$ cat config.mk
export PLATFORM = sky130hd
export DESIGN_NAME = hprc_config_regs
export DESIGN_NICKNAME = d
export VERILOG_FILES = /design/src/hprc_pkg.sv /design/src/hprc_field_reg.sv /design/src/hprc_config_regs.sv
export SDC_FILE = /design/constraint.sdc
export NUM_CORES = 1
export LEC_CHECK = 0
export BUFFER_PORTS_ARGS = -buffer_cell sky130_fd_sc_hd__buf_2
export CAP_MARGIN = 5
export CORE_MARGIN = 5
export CORE_UTILIZATION = 43
export DETAILED_ROUTE_END_ITERATION = 7
export GPL_TIMING_DRIVEN = 1
export PLACE_DENSITY = 0.76
export SLEW_MARGIN = 5
export SYNTH_ARGS = -nofsm -noshare
export SYNTH_HDL_FRONTEND = slang
export SYNTH_HIERARCHICAL = 1
export SYNTH_SLANG_ARGS = --single-unit
$ cat constraint.sdc
create_clock -name clk -period 1.5 [get_ports clk]
set_input_delay 0 -clock clk [delete_from_list [all_inputs] [get_ports clk]]
set_output_delay 0 -clock clk [all_outputs]
set_load 0.05 [all_outputs]
$ cat src/hprc_pkg.sv
// Purpose: Constants for the hub port removable and charge configuration registers
// Assumes: 8-bit configuration register space reached by the EEPROM loader or SMBus slave
// Notes: Offsets are byte addresses of the configuration space
package hprc_pkg;
  localparam int unsigned HPRC_ADDR_W = 8;
  localparam int unsigned HPRC_DATA_W = 8;
  localparam int unsigned HPRC_PORTS = 4;
  localparam logic [7:0] HPRC_OFS_CHARGE = 8'h06;
  localparam logic [7:0] HPRC_OFS_REMOVABLE = 8'h07;
  localparam int unsigned HPRC_UNLOCK_BIT = 7;
  localparam logic [3:0] HPRC_UPPER_ZERO = 4'h0;
  localparam logic [2:0] HPRC_RSVD_ZERO = 3'h0;
  localparam logic [7:0] HPRC_READ_ZERO = 8'h00;
  localparam logic [3:0] HPRC_CHARGE_RST = 4'h0;
  localparam logic [3:0] HPRC_RMBL_RST = 4'h0;
  localparam logic HPRC_UNLOCK_RST = 1'b0;
endpackage : hprc_pkg

$ cat src/hprc_field_reg.sv
// Purpose: One configuration field with load and reset value
// Assumes: Single clock, synchronous active-high reset
// Notes: Load has priority over hold
`timescale 1ns/10ps
`default_nettype none
module hprc_field_reg #(
  parameter int unsigned WIDTH = 4,
  parameter logic [WIDTH-1:0] RESET_VALUE = '0
) (
  input wire logic clk,
  input wire logic reset,
  input wire logic load,
  input wire logic [WIDTH-1:0] load_value,
  output logic [WIDTH-1:0] value
);
  logic [WIDTH-1:0] value_reg;
  logic [WIDTH-1:0] value_next;

  always_comb begin
    value_next = value_reg;
    if (load) begin
      value_next = load_value;
    end
  end

  always_ff @(posedge clk) begin
    if (reset) begin
      value_reg <= RESET_VALUE;
    end else begin
      value_reg <= value_next;
    end
  end

  assign value = value_reg;
endmodule : hprc_field_reg
`default_nettype wire

$ cat src/hprc_config_regs.sv
// Purpose: Charge-enable and port-removable configuration registers of a four-port hub
// Assumes: Writes come from the EEPROM loader or SMBus slave on the core clock
// Notes: Read data appears one cycle after the read address; unmapped reads give zero
// Operation
// - Unused upper bits read zero, ignore writes
// - Unlock bit gates removable flag writability; charge enables stay writable
// - Unlock clear: removable flags read only, from OTP
// - Unlock set: fields loadable by EEPROM/SMBus
// - One write sets unlock and removable together
// - Removable flag 1 removable, 0 fixed
// - Flag bit n serves downstream port n+1
// - Removable writes ignored while locked unless bit 7 sets unlock
// - Locked flags read inverted OTP non-removable bits
`timescale 1ns/10ps
`default_nettype none
module hprc_config_regs
  import hprc_pkg::*;
(
  input wire logic clk,
  input wire logic reset,
  input wire logic cfg_wr_en,
  input wire logic [HPRC_ADDR_W-1:0] cfg_wr_addr,
  input wire logic [HPRC_DATA_W-1:0] cfg_wr_data,
  input wire logic [HPRC_ADDR_W-1:0] cfg_rd_addr,
  output logic [HPRC_DATA_W-1:0] cfg_rd_data,
  input wire logic [HPRC_PORTS-1:0] power_charge_strap_pins,
  input wire logic [HPRC_PORTS-1:0] otp_non_removable,
  output logic [HPRC_PORTS-1:0] charge_port_enable,
  output logic [HPRC_PORTS-1:0] port_removable,
  output logic custom_removable_unlock
);
  // Strap synchroniser runs through reset so it is settled at release
  logic [HPRC_PORTS-1:0] strap_meta_reg;
  logic [HPRC_PORTS-1:0] strap_sync_reg;
  logic load_pending_reg;
  logic load_pending_next;
  logic [HPRC_DATA_W-1:0] rd_data_reg;
  logic [HPRC_DATA_W-1:0] rd_data_next;
  logic wr_charge;
  logic wr_removable;
  logic charge_load;
  logic [HPRC_PORTS-1:0] charge_load_value;
  logic rmbl_load;
  logic [HPRC_PORTS-1:0] rmbl_custom;

  always_ff @(posedge clk) begin
    strap_meta_reg <= power_charge_strap_pins;
    strap_sync_reg <= strap_meta_reg;
  end

  assign wr_charge = cfg_wr_en && (cfg_wr_addr == HPRC_OFS_CHARGE);
  assign wr_removable = cfg_wr_en && (cfg_wr_addr == HPRC_OFS_REMOVABLE);

  always_comb begin
    load_pending_next = 1'b0;
  end

  always_ff @(posedge clk) begin
    if (reset) begin
      load_pending_reg <= 1'b1;
    end else begin
      load_pending_reg <= load_pending_next;
    end
  end

  // Strap load on the first edge after release beats a colliding write
  assign charge_load = load_pending_reg || wr_charge;
  assign charge_load_value = load_pending_reg ? strap_sync_reg
                                              : cfg_wr_data[HPRC_PORTS-1:0];

  hprc_field_reg #(
    .WIDTH(HPRC_PORTS),
    .RESET_VALUE(HPRC_CHARGE_RST)
  ) u_charge (
    .clk(clk),
    .reset(reset),
    .load(charge_load),
    .load_value(charge_load_value),
    .value(charge_port_enable)
  );

  hprc_field_reg #(
    .WIDTH(1),
    .RESET_VALUE(HPRC_UNLOCK_RST)
  ) u_unlock (
    .clk(clk),
    .reset(reset),
    .load(wr_removable),
    .load_value(cfg_wr_data[HPRC_UNLOCK_BIT]),
    .value(custom_removable_unlock)
  );

  // New unlock value counts, so one write can unlock and set flags
  assign rmbl_load = wr_removable
                     && (custom_removable_unlock || cfg_wr_data[HPRC_UNLOCK_BIT]);

  hprc_field_reg #(
    .WIDTH(HPRC_PORTS),
    .RESET_VALUE(HPRC_RMBL_RST)
  ) u_rmbl (
    .clk(clk),
    .reset(reset),
    .load(rmbl_load),
    .load_value(cfg_wr_data[HPRC_PORTS-1:0]),
    .value(rmbl_custom)
  );

  // Flags are registered; the mux looks at what the store holds after
  // this edge, so a write shows on the port on the same edge as in the store
  logic unlock_after_wr;
  logic [HPRC_PORTS-1:0] rmbl_after_wr;
  logic [HPRC_PORTS-1:0] port_removable_reg;
  logic [HPRC_PORTS-1:0] port_removable_next;

  assign unlock_after_wr = wr_removable ? cfg_wr_data[HPRC_UNLOCK_BIT]
                                        : custom_removable_unlock;
  assign rmbl_after_wr = rmbl_load ? cfg_wr_data[HPRC_PORTS-1:0] : rmbl_custom;

  // Bit n is port n+1 throughout; locked flags trail OTP by one cycle
  always_comb begin
    port_removable_next = ~otp_non_removable;
    if (unlock_after_wr) begin
      port_removable_next = rmbl_after_wr;
    end
  end

  always_ff @(posedge clk) begin
    if (reset) begin
      port_removable_reg <= ~otp_non_removable;
    end else begin
      port_removable_reg <= port_removable_next;
    end
  end

  assign port_removable = port_removable_reg;

  always_comb begin
    rd_data_next = HPRC_READ_ZERO;
    case (cfg_rd_addr)
      HPRC_OFS_CHARGE: begin
        rd_data_next = {HPRC_UPPER_ZERO, charge_port_enable};
      end
      HPRC_OFS_REMOVABLE: begin
        rd_data_next = {custom_removable_unlock, HPRC_RSVD_ZERO, port_removable};
      end
      default: begin
        rd_data_next = HPRC_READ_ZERO;
      end
    endcase
  end

  always_ff @(posedge clk) begin
    if (reset) begin
      rd_data_reg <= HPRC_READ_ZERO;
    end else begin
      rd_data_reg <= rd_data_next;
    end
  end

  assign cfg_rd_data = rd_data_reg;

  AST_CHARGE_UPPER_ZERO: assert property (@(posedge clk) disable iff (reset)
    $past(cfg_rd_addr) == HPRC_OFS_CHARGE
    |-> cfg_rd_data == {HPRC_UPPER_ZERO, $past(charge_port_enable)})
    else $error("Charge register read data wrong");

  AST_RMBL_RSVD_ZERO: assert property (@(posedge clk) disable iff (reset)
    $past(cfg_rd_addr) == HPRC_OFS_REMOVABLE |-> cfg_rd_data[6:4] == HPRC_RSVD_ZERO)
    else $error("Removable register reserved bits not zero");

  AST_UNMAPPED_ZERO: assert property (@(posedge clk) disable iff (reset)
    cfg_rd_addr != HPRC_OFS_CHARGE && cfg_rd_addr != HPRC_OFS_REMOVABLE
    |=> cfg_rd_data == HPRC_READ_ZERO)
    else $error("Unmapped read returned nonzero data");

  AST_LOCKED_FROM_OTP: assert property (@(posedge clk) disable iff (reset)
    !custom_removable_unlock |-> port_removable == ~$past(otp_non_removable))
    else $error("Locked removable flags do not follow OTP");

  AST_UNLOCK_WRITE: assert property (@(posedge clk) disable iff (reset)
    wr_removable && cfg_wr_data[HPRC_UNLOCK_BIT]
    |=> custom_removable_unlock
      && port_removable == $past(cfg_wr_data[HPRC_PORTS-1:0]))
    else $error("Single unlocking write did not set flags");

  AST_LOCK_WRITE: assert property (@(posedge clk) disable iff (reset)
    wr_removable && !cfg_wr_data[HPRC_UNLOCK_BIT]
    |=> !custom_removable_unlock ##0 port_removable == ~$past(otp_non_removable))
    else $error("Clearing unlock did not return flags to OTP");

  AST_UNLOCK_HOLD: assert property (@(posedge clk) disable iff (reset)
    !wr_removable |=> $stable(custom_removable_unlock))
    else $error("Unlock bit changed without a write");

  AST_UNLOCKED_FLAGS: assert property (@(posedge clk) disable iff (reset)
    custom_removable_unlock && !wr_removable |=> port_removable == $past(rmbl_custom))
    else $error("Unlocked flags do not follow the store");

  AST_LOCKED_IGNORED: assert property (@(posedge clk) disable iff (reset)
    wr_removable && !custom_removable_unlock && !cfg_wr_data[HPRC_UNLOCK_BIT]
    |=> $stable(rmbl_custom))
    else $error("Locked write changed removable store");

  AST_RESET_STATE: assert property (@(posedge clk)
    reset |=> !custom_removable_unlock && charge_port_enable == HPRC_CHARGE_RST
      && cfg_rd_data == HPRC_READ_ZERO)
    else $error("Reset did not clear the registers");

  AST_STRAP_LOAD: assert property (@(posedge clk)
    $past(reset) && !reset |=> charge_port_enable == $past(strap_sync_reg))
    else $error("Charge enables not loaded from straps at release");

  AST_STRAP_WINS: assert property (@(posedge clk) disable iff (reset)
    wr_charge && load_pending_reg |=> charge_port_enable == $past(strap_sync_reg))
    else $error("Write beat the strap load at release");

  AST_CHARGE_WRITE: assert property (@(posedge clk) disable iff (reset)
    wr_charge && !load_pending_reg
    |=> charge_port_enable == $past(cfg_wr_data[HPRC_PORTS-1:0]))
    else $error("Charge enable write not taken");

  AST_CHARGE_HOLD: assert property (@(posedge clk) disable iff (reset)
    !wr_charge && !load_pending_reg |=> $stable(charge_port_enable))
    else $error("Charge enables changed without cause");

  AST_READ_MAP: assert property (@(posedge clk) disable iff (reset)
    cfg_rd_addr == HPRC_OFS_REMOVABLE ##1 $stable(port_removable)
    |-> cfg_rd_data[HPRC_PORTS-1:0] == port_removable)
    else $error("Removable read data bit order wrong");
endmodule : hprc_config_regs
`default_nettype wire

* Word-level counts from Yosys, hierarchy flattened *
Cells that the tools add are included.

storage, ports and cells
  register bits after elaboration = 30
  output and inout port bits = 17

cells by class
  eq/ne operators = 4
  multiplexer cells = 7
  bitwise operators = 1
  reduce and logical (&&, ||, !) cells = 5

operators with widths
  operator              count
  $eq A8 B3 Y1 const B  4
  $mux W4               4
  $pmux W8 S2           1
  $not A4 Y4            1
  $logic_and A1 B1 Y1   3
  $logic_or A1 B1 Y1    2
  $mux W1               2

* Logic depth before layout (Yosys ltp) *
Gate-level depths: netlist of run 1.

  word-level depth = 6
  depth in mapped cells = 6

* By module *
The synthesis of run 1 kept the hierarchy.

by module, submodules not included
  module                         times used  cells each  area an instance (um^2)  seq. area each (um^2)
  hprc_config_regs               1           58          732.0                    360.3
  hprc_field_reg (u_charge ...)  2           13          140.1                    80.1
  hprc_field_reg (u_unlock)      1           3           33.8                     20.0

* Worst setup path after synthesis of run 1 *
Ideal clock, no wire load.

  kind = flip-flop to flip-flop
  from = register u_unlock.value_reg, in the netlist u_unlock/value
  to = register u_rmbl.value_reg[0], in the netlist u_rmbl/value[0]
  setup time = 114 ps
  data arrival time = 1388 ps
  required time = 1386 ps
  setup slack = -2 ps
  cell stages (with the launch flop) = 6
  path buffers = 1
  clock period less this slack = 1502 ps
  cell sequence = dfxtp_1 > o2111ai_2 > inv_1 > clkbuf_2 > mux2i_1 > nor2_1

on the way
  word-level cells in the longest chain between the ends = 3

RTL lines
  item                      RTL line                text
  start: declaration        hprc_field_reg.sv:16    logic [WIDTH-1:0] value_reg;
  start signal: assignment  hprc_field_reg.sv:30    value_reg <= value_next;
  $logic_or A1 B1 Y1        hprc_config_regs.sv:95  && (custom_removable_unlock || cfg_wr_data[HPRC_UNLOCK_BIT]);
  $logic_and A1 B1 Y1       hprc_config_regs.sv:95
  via rmbl_load             hprc_config_regs.sv:43  logic rmbl_load;
  $mux W4                   -
  end signal: assignment    hprc_field_reg.sv:30
  end: declaration          hprc_field_reg.sv:16

The timed path passes the listed nets, and every way through them passes these cells.
A chain may end at the register's enable or synchronous reset.

* Worst setup path after layout of run 1 *
  from = input port cfg_rd_addr[5]
  to = register rd_data_reg[3], in the netlist cfg_rd_data[3]

on the way
  word-level cells in the longest chain between the ends = 2
  elaborated cells between the ends (all ways) = 3

RTL lines
  item                    RTL line                 text
  start: declaration      hprc_config_regs.sv:24   input wire logic [HPRC_ADDR_W-1:0] cfg_rd_addr,
  $eq A8 B3 Y1            hprc_config_regs.sv:139  case (cfg_rd_addr)
  $pmux W8 S2 *           hprc_config_regs.sv:139
  end signal: assignment  hprc_config_regs.sv:156  rd_data_reg <= rd_data_next;
  end: declaration        hprc_config_regs.sv:37   logic [HPRC_DATA_W-1:0] rd_data_reg;

Every way passes the cells marked *; elsewhere a longest branch is shown, timed or not.

==> results of run 1 <==
where the power goes:
group	switching, uW	total (uW)	leakage (uW)	internal, uW
Clock	196	296	0.0000177	99.7
Sequential	14.3	758	0.000224	743
Combinational	123	224	0.000484	101
tightest hold or removal path, delay by kind of cell:
| kind | cells | cell delay (ns) |
|---|---|---|
| buffers and inverters | 1 | 0.11 |
| multiplexers | 1 | 0.08 |
| AND/OR/NAND/NOR | 2 | 0.27 |
cells in the mapped netlist, drive strengths merged (2+ instances only):
master / number
a22oi: 4
buf: 3
clkbuf: 2
dfxtp: 27
inv: 2
mux2: 4
mux2i: 18
nand2b: 2
nor2: 13
nor3: 2
timing repair:
| action | CTS | global route |
|---|---|---|
| setup endpoints to repair | 0 | 2 |
| endpoints found under the hold margin | 15 | 0 |
| resized for setup | 0 | 1 |
| hold buffers | 21 | 0 |
cell usage in the layout (no fill, tap or decap):
cell type,count
dfxtp_1,26
conb_1,3
nor3_4,2
nor4b_4,1
buf_2,45
or4_4,1
clkbuf_4,3
inv_1,2
buf_4,2
and3_4,1
mux2_2,2
mux2i_2,1
o21bai_1,1
clkinv_2,1
mux2i_1,17
nor2_1,13
mux2_1,2
nand3b_2,1
a22oi_1,4
o2111ai_2,1
nor4_1,1
nand2_1,1
nor4bb_4,1
dfxtp_2,1
dlygate4sd3_1,21
nand2b_1,2
per-layer routing:
layer	vias to the layer above	wire [um]	part of all wire
met5	-	0	0
met4	0	6	0.0024
met3	2	240	0.097
met2	35	1300	0.53
met1	415	916	0.37
li1	435	-	-
metrics by stage:
stage                     std cells  cell area [sq um]  total power [uW]  worst slack, ns   util
after floorplan                  89               1050               881            0.189      -
after CTS                       184               1540              1290           0.0476  0.675
after detailed placement        159               1300               951           0.0532  0.570
after global routing            184               1540              1340          0.00826  0.677
after global placement          159               1300               945            0.129  0.570
final                           184               1540              1280           0.0866  0.677
worst max path at each step:
| stage | start | end | slack [ns] | cells past startpoint |
|---|---|---|---|---|
| CTS | cfg_rd_addr[5] | cfg_rd_data[3] | 0.05 | 6 |
| global route | cfg_rd_addr[5] | cfg_rd_data[3] | 0.008 | 6 |
| detailed placement | cfg_wr_addr[3] | port_removable[2] | 0.05 | 5 |
| global placement | cfg_wr_addr[3] | port_removable[3] | 0.13 | 5 |
| floorplan | u_unlock/value | u_rmbl/value[0] | 0.19 | 5 |
| finish | cfg_rd_addr[5] | cfg_rd_data[3] | 0.09 | 6 |
cell families (layout without fill, tap and decap cells):
group	Yosys count	count (layout)	share of synthesized area
AND/OR/NAND/NOR	24	24	0.172
other	1	3	0.00359
multiplexers	22	22	0.219
buffers and inverters	7	74	0.0383
flip-flops	27	27	0.517
AO/OA/AOI/OAI	6	6	0.0502
area by class of cell:
class,instances,area share
tap,28,0.0227
clock buffer,3,0.0146
clock inverter,1,0.00325
multi-input combinational,55,0.311
timing repair buffer,68,0.292
sequential,27,0.351
inverter,2,0.00487
==> results.py, run 1 <==
metrics = {
    "finish": {
        "multiInputGateArea_sq_um": 479,
        "final_nets": 192,
        "largest_register_ffs": 5,
        "drive_gt1_frac": 0.404,
        "fillCellCount": 165,
        "synthToLayoutAreaGrowth_pct": 47.4,
        "seq_area_sq_um": 542,
        "diodes": 0,
    },
    "setup_path": {
        "cp-start-kind": "input pin",
        "required_ns": 1.77,
        "crit_arrival_ns": 1.68,
        "end_kind": "flip-flop",
        "worst-setup-path-type": "in2reg",
        "crit_fanout": 4,
        "path_cells": "dlygate4sd3_1 -> buf_2 -> or4_4 -> nor3_4 -> a22oi_1 -> nor2_1",
        "timing.rr.end": "port_removable[1]",
        "ff2ff_setup_slack_ns": 0.35,
        "critPathMaxStageDelay_ns": 0.58,
        "crit_buf_inv": 2,
        "cp_top_family": "simple AND/OR/NAND/NOR gates",
        "slowest_stage": "or4_4",
        "ff2ff_path_depth": 4,
        "reg2reg_from": "u_unlock/value",
    },
    "global_routing": {
        "grt_pass1_wl_um": 3820,
        "grt_pass1_vias": 885,
        "use_met2": 0.256,
        "grt_max_degree": 17,
        "grt_usage": 0.140,
        "use_met3": 0.0545,
        "antenna_found_initial": 0,
        "grt-ovfl-total": 0,
        "grt_util_met1": 0.155,
        "grt-busiest-layer": "met2",
    },
    "synth": {
        "synth_flop_cell": "dfxtp_1",
        "synth_edf_count": 0,
        "postSynthAreaPerCell_sq_um": 12.0,
        "ys_warn_count": 6,
        "synth_area_leaders": "dfxtp_1, mux2i_1, nor2_1, a22oi_1, nor4bb_4",
        "syn_area_sq_um": 1050,
        "yosys_register_bits": 27,
        "synth_top_area_cell": "dfxtp_1",
        "synth_seq_area_share": 0.517,
        "ys_async_sr_fraction": 0,
        "synth.distinct_cells": 23,
        "synth_cells": 87,
        "synth_top_area_frac": 0.517,
    },
    "die": {
        "io_pins": 52,
        "coreArea_sq_um": 2280,
        "initial_utilization": 0.460,
        "dieWidth_um": 59.3,
        "fp.dieArea_sq_um": 3520,
        "die_y_um": 59.3,
        "rows": 17,
    },
    "min_path": {
        "hp-class": "in2reg",
        "whs_path_depth": 4,
        "hp-start": "cfg_wr_addr[0]",
        "whs_endpoint": "u_unlock/value",
    },
    "clock_tree": {
        "post_cts_buffers": 0,
        "htree_levels": 1,
        "clockRootBuffer": "clkbuf_4",
        "cts_tree": "yes",
        "clk_pin_slew_ns": 0.14,
        "clockBufferDepth": 2,
        "clkLatencyLatePin_ns": 0.32,
        "clock-sinks": 27,
        "numCtsBuffers": 3,
    },
    "detailed_routing": {
        "via_count": 887,
        "dr.first_iter.drc_count": 15,
        "drtPass1Iterations": 5,
        "routed_via_density": 4.82,
        "wl_per_cell_um": 13.4,
        "drc": 0,
        "drtAntennaViolNets": 0,
        "postRouteWirelength_um": 2460,
    },
    "sta": {
        "min_period_ns": 1.41,
        "fin_setup_tns_ns": 0,
        "fmax_mhz": 708,
        "fin_worst_skew_ns": 0.0109,
        "fin_crit_sh": 0.942,
        "finalHoldViolations": 0,
        "rsz0062_at_grt": "no",
        "finalSetupViolCount": 0,
        "drv_slew": 0,
        "fin_hold_ws_ns": 0.161,
    },
    "placement": {
        "io_buffer_count": 45,
        "place_hpwl_um": 1780,
        "gp_congestion": 0.700,
    },
    "power": {
        "power_density_nw_per_um2": 829,
        "power.leakage_uw": 0.000726,
        "irDropWorstVdd_mv": 0.998,
    },
    "run_status": {
        "status": "finished, final reports clean",
    },
    "job": {
        "max_cap_viol_count": 0,
    },
}
Note: power is estimated with default switching activity, not from simulation.
==> run 2, diff against run 1 <==
ABC_AREA = 1   (was default)
CORE_ASPECT_RATIO = 2   (was default)
PLACE_DENSITY = 0.74   (was 0.76)
SETUP_SLACK_MARGIN = 0.4   (was default)
==> run 2 against run 1 <==
Routed wire length rose by 2.4%. Power rose by 7.1%. Sequential share of layout area is 0.15 points lower. Register-to-register slack gained 0.11 ns. Setup slack better by 0.38 ns. Core utilization decreased by 7.8 points. Critical path depth is 1 higher. Via count increased by 27%. Flip-flop and latch count did not move. Synthesized cell count up 91%. Clock skew down 0.0095 ns. Non-clock buffer count is 13 lower. Critical path type is now reg2reg.
==> results.py, run 2 <==
metrics = {
    "run_status": {
        "status": "finished, final reports clean",
    },
    "synth": {
        "ys_warn_count": 6,
        "synth.distinct_cells": 18,
        "ys_async_sr_fraction": 0,
        "postSynthAreaPerCell_sq_um": 7.06,
        "synth_commonest_cells": "nand2_1, dfxtp_1, inv_1",
        "synth_cells": 166,
        "synth_seq_area_share": 0.461,
        "synth_flop_cell": "dfxtp_1",
        "yosys_register_bits": 27,
        "syn_area_sq_um": 1170,
        "synth_edf_count": 0,
        "synth_top_area_frac": 0.461,
        "yosysMostFrequentCell": "nand2_1",
        "synth_area_leaders": "dfxtp_1, nand2_1, inv_1, nor2_1, nand3_1",
        "synth_top_area_cell": "dfxtp_1",
    },
    "sta": {
        "fmax_mhz": 966,
        "setup_slack_ns": 0.465,
        "fin_worst_skew_ns": 0.00146,
        "finalHoldViolations": 0,
        "fin_setup_tns_ns": 0,
        "finalSetupViolCount": 0,
        "rsz0062_at_grt": "no",
        "drv_slew": 0,
        "min_period_ns": 1.04,
        "fin_crit_sh": 0.690,
    },
    "power": {
        "power.leakage_uw": 0.000851,
        "irDropWorstVdd_mv": 0.886,
        "power_density_nw_per_um2": 877,
    },
    "setup_path": {
        "reg2reg_from": "u_unlock/value",
        "required_ns": 1.67,
        "timing.rr.end": "u_rmbl/value[1]",
        "worst-setup-path-type": "reg2reg",
        "ff2ff_path_depth": 7,
        "cp-start-kind": "flip-flop",
        "crit_fanout": 8,
        "crit_arrival_ns": 1.20,
        "end_kind": "flip-flop",
        "ff2ff_setup_slack_ns": 0.46,
    },
    "global_routing": {
        "antenna_found_initial": 0,
        "grt_pass1_vias": 975,
        "grt_max_degree": 16,
        "grt_usage": 0.136,
        "grt-busiest-layer": "met2",
        "grt_pass1_wl_um": 4040,
        "grt_util_met1": 0.154,
        "grt-ovfl-total": 0,
        "use_met3": 0.0238,
        "use_met2": 0.230,
    },
    "detailed_routing": {
        "wl_per_cell_um": 10.1,
        "dr.first_iter.drc_count": 11,
        "drc": 0,
        "drtAntennaViolNets": 0,
        "routed_via_density": 4.50,
        "via_count": 1124,
        "postRouteWirelength_um": 2520,
        "drtPass1Iterations": 4,
    },
    "clock_tree": {
        "clk_pin_slew_ns": 0.08,
        "post_cts_buffers": 0,
        "clockRootBuffer": "clkbuf_8",
        "numCtsBuffers": 3,
        "clkLatencyLatePin_ns": 0.27,
        "clock-sinks": 27,
        "htree_levels": 1,
        "clockBufferDepth": 2,
        "cts_tree": "yes",
    },
    "finish": {
        "seq_area_sq_um": 546,
        "synthToLayoutAreaGrowth_pct": 33.0,
        "largest_register_ffs": 5,
        "final_common_cell": "nand2_1",
        "final_nets": 258,
        "mostFrequentLayoutCells": "nand2_1, buf_2, dfxtp_1, inv_1, nor2_1",
        "fin_util": 0.599,
        "drive_gt1_frac": 0.306,
        "fin_area_sq_um": 1560,
        "multiInputGateArea_sq_um": 509,
        "diodes": 0,
        "fillCellCount": 265,
    },
    "die": {
        "rows": 26,
        "io_pins": 52,
        "fp.dieArea_sq_um": 3930,
        "dieWidth_um": 46.9,
        "initial_utilization": 0.450,
        "die_y_um": 83.8,
        "coreArea_sq_um": 2600,
    },
    "min_path": {
        "hp-class": "in2reg",
        "whs_path_depth": 5,
        "hp-start": "cfg_wr_data[7]",
        "whs_endpoint": "u_unlock/value",
    },
    "job": {
        "max_cap_viol_count": 0,
    },
    "placement": {
        "dpl_cell_area_sq_um": 1420,
        "dpl_worst_slack_ns": 0.340,
        "io_buffer_count": 45,
        "place_hpwl_um": 1990,
        "gp_congestion": 0.803,
    },
}
[run 2: cell count changes after synthesis, moves of 3 or more]
cell / previous run / this run
a22oi_1: 4 / 0
nand2_2: 0 / 3
a21oi_1: 0 / 4
nand4_1: 0 / 4
nor2_1: 13 / 18
nand3_1: 0 / 12
nor2_2: 0 / 3
inv_1: 2 / 24
mux2i_1: 17 / 0
nand2_1: 1 / 57
[run 2: cells by family (layout without fill, tap and decap cells)]
group	Yosys count	after routing	synth area share
flops	27	27	0.461
other cells	1	3	0.00320
buf+inv	31	85	0.122
compound gates	5	5	0.0213
simple gates	102	102	0.393
[run 2: worst max-delay path: stages, from the launching register on]
cell and delay [ns]:
dfxtp_4 0.37, inv_4 0.04, nand2_4 0.07, nand3_2 0.13, inv_2 0.16, nand2_1 0.07
nand2_1 0.07, nor2_2 0.03
[run 2: power by group]
part,internal [uW],switching (uW)
logic,80.3,142
clock network,186,206
registers,742,12.5
[run 2: metrics by stage]
step                total power, uW  std cells  hold WS, ns
floorplan                       906        168       0.0277
global route                   1440        250       0.0328
CTS                            1390        250       0.0252
finish                         1370        250       0.0357
global placement                971        237        0.102
detailed placement              975        237        0.104
[run 2: what timing repair did]
| item | in CTS | in global routing |
|---|---|---|
| endpoints found under the hold margin | 9 | 0 |
| hold buffers | 9 | 0 |
| resized for setup | 0 | 2 |
| setup endpoints to repair | 0 | 4 |
[run 2: cell type report]
cell class	count	share of cell area
clock inverter	1	0.00321
clock buffer	3	0.0265
tap	28	0.0225
timing repair buffer	55	0.207
sequential	27	0.350
inverter	26	0.0642
multi-input combinational	110	0.327
[run 2: worst max path at each step]
stage / startpoint / end / cells after the start
finish: u_unlock/value / u_rmbl/value[1] / 7
global route: u_unlock/value / u_rmbl/value[1] / 7
global placement: cfg_wr_addr[4] / u_charge/value[1] / 10
floorplan: u_unlock/value / u_rmbl/value[1] / 8
CTS: u_unlock/value / u_rmbl/value[1] / 7
detailed placement: cfg_wr_addr[4] / u_charge/value[1] / 10
[run 2: routing by layer]
layer,routed length (um),up-vias
li1,-,606
met1,901,469
met2,1320,44
met3,246,5
met4,50,0
met5,0,-
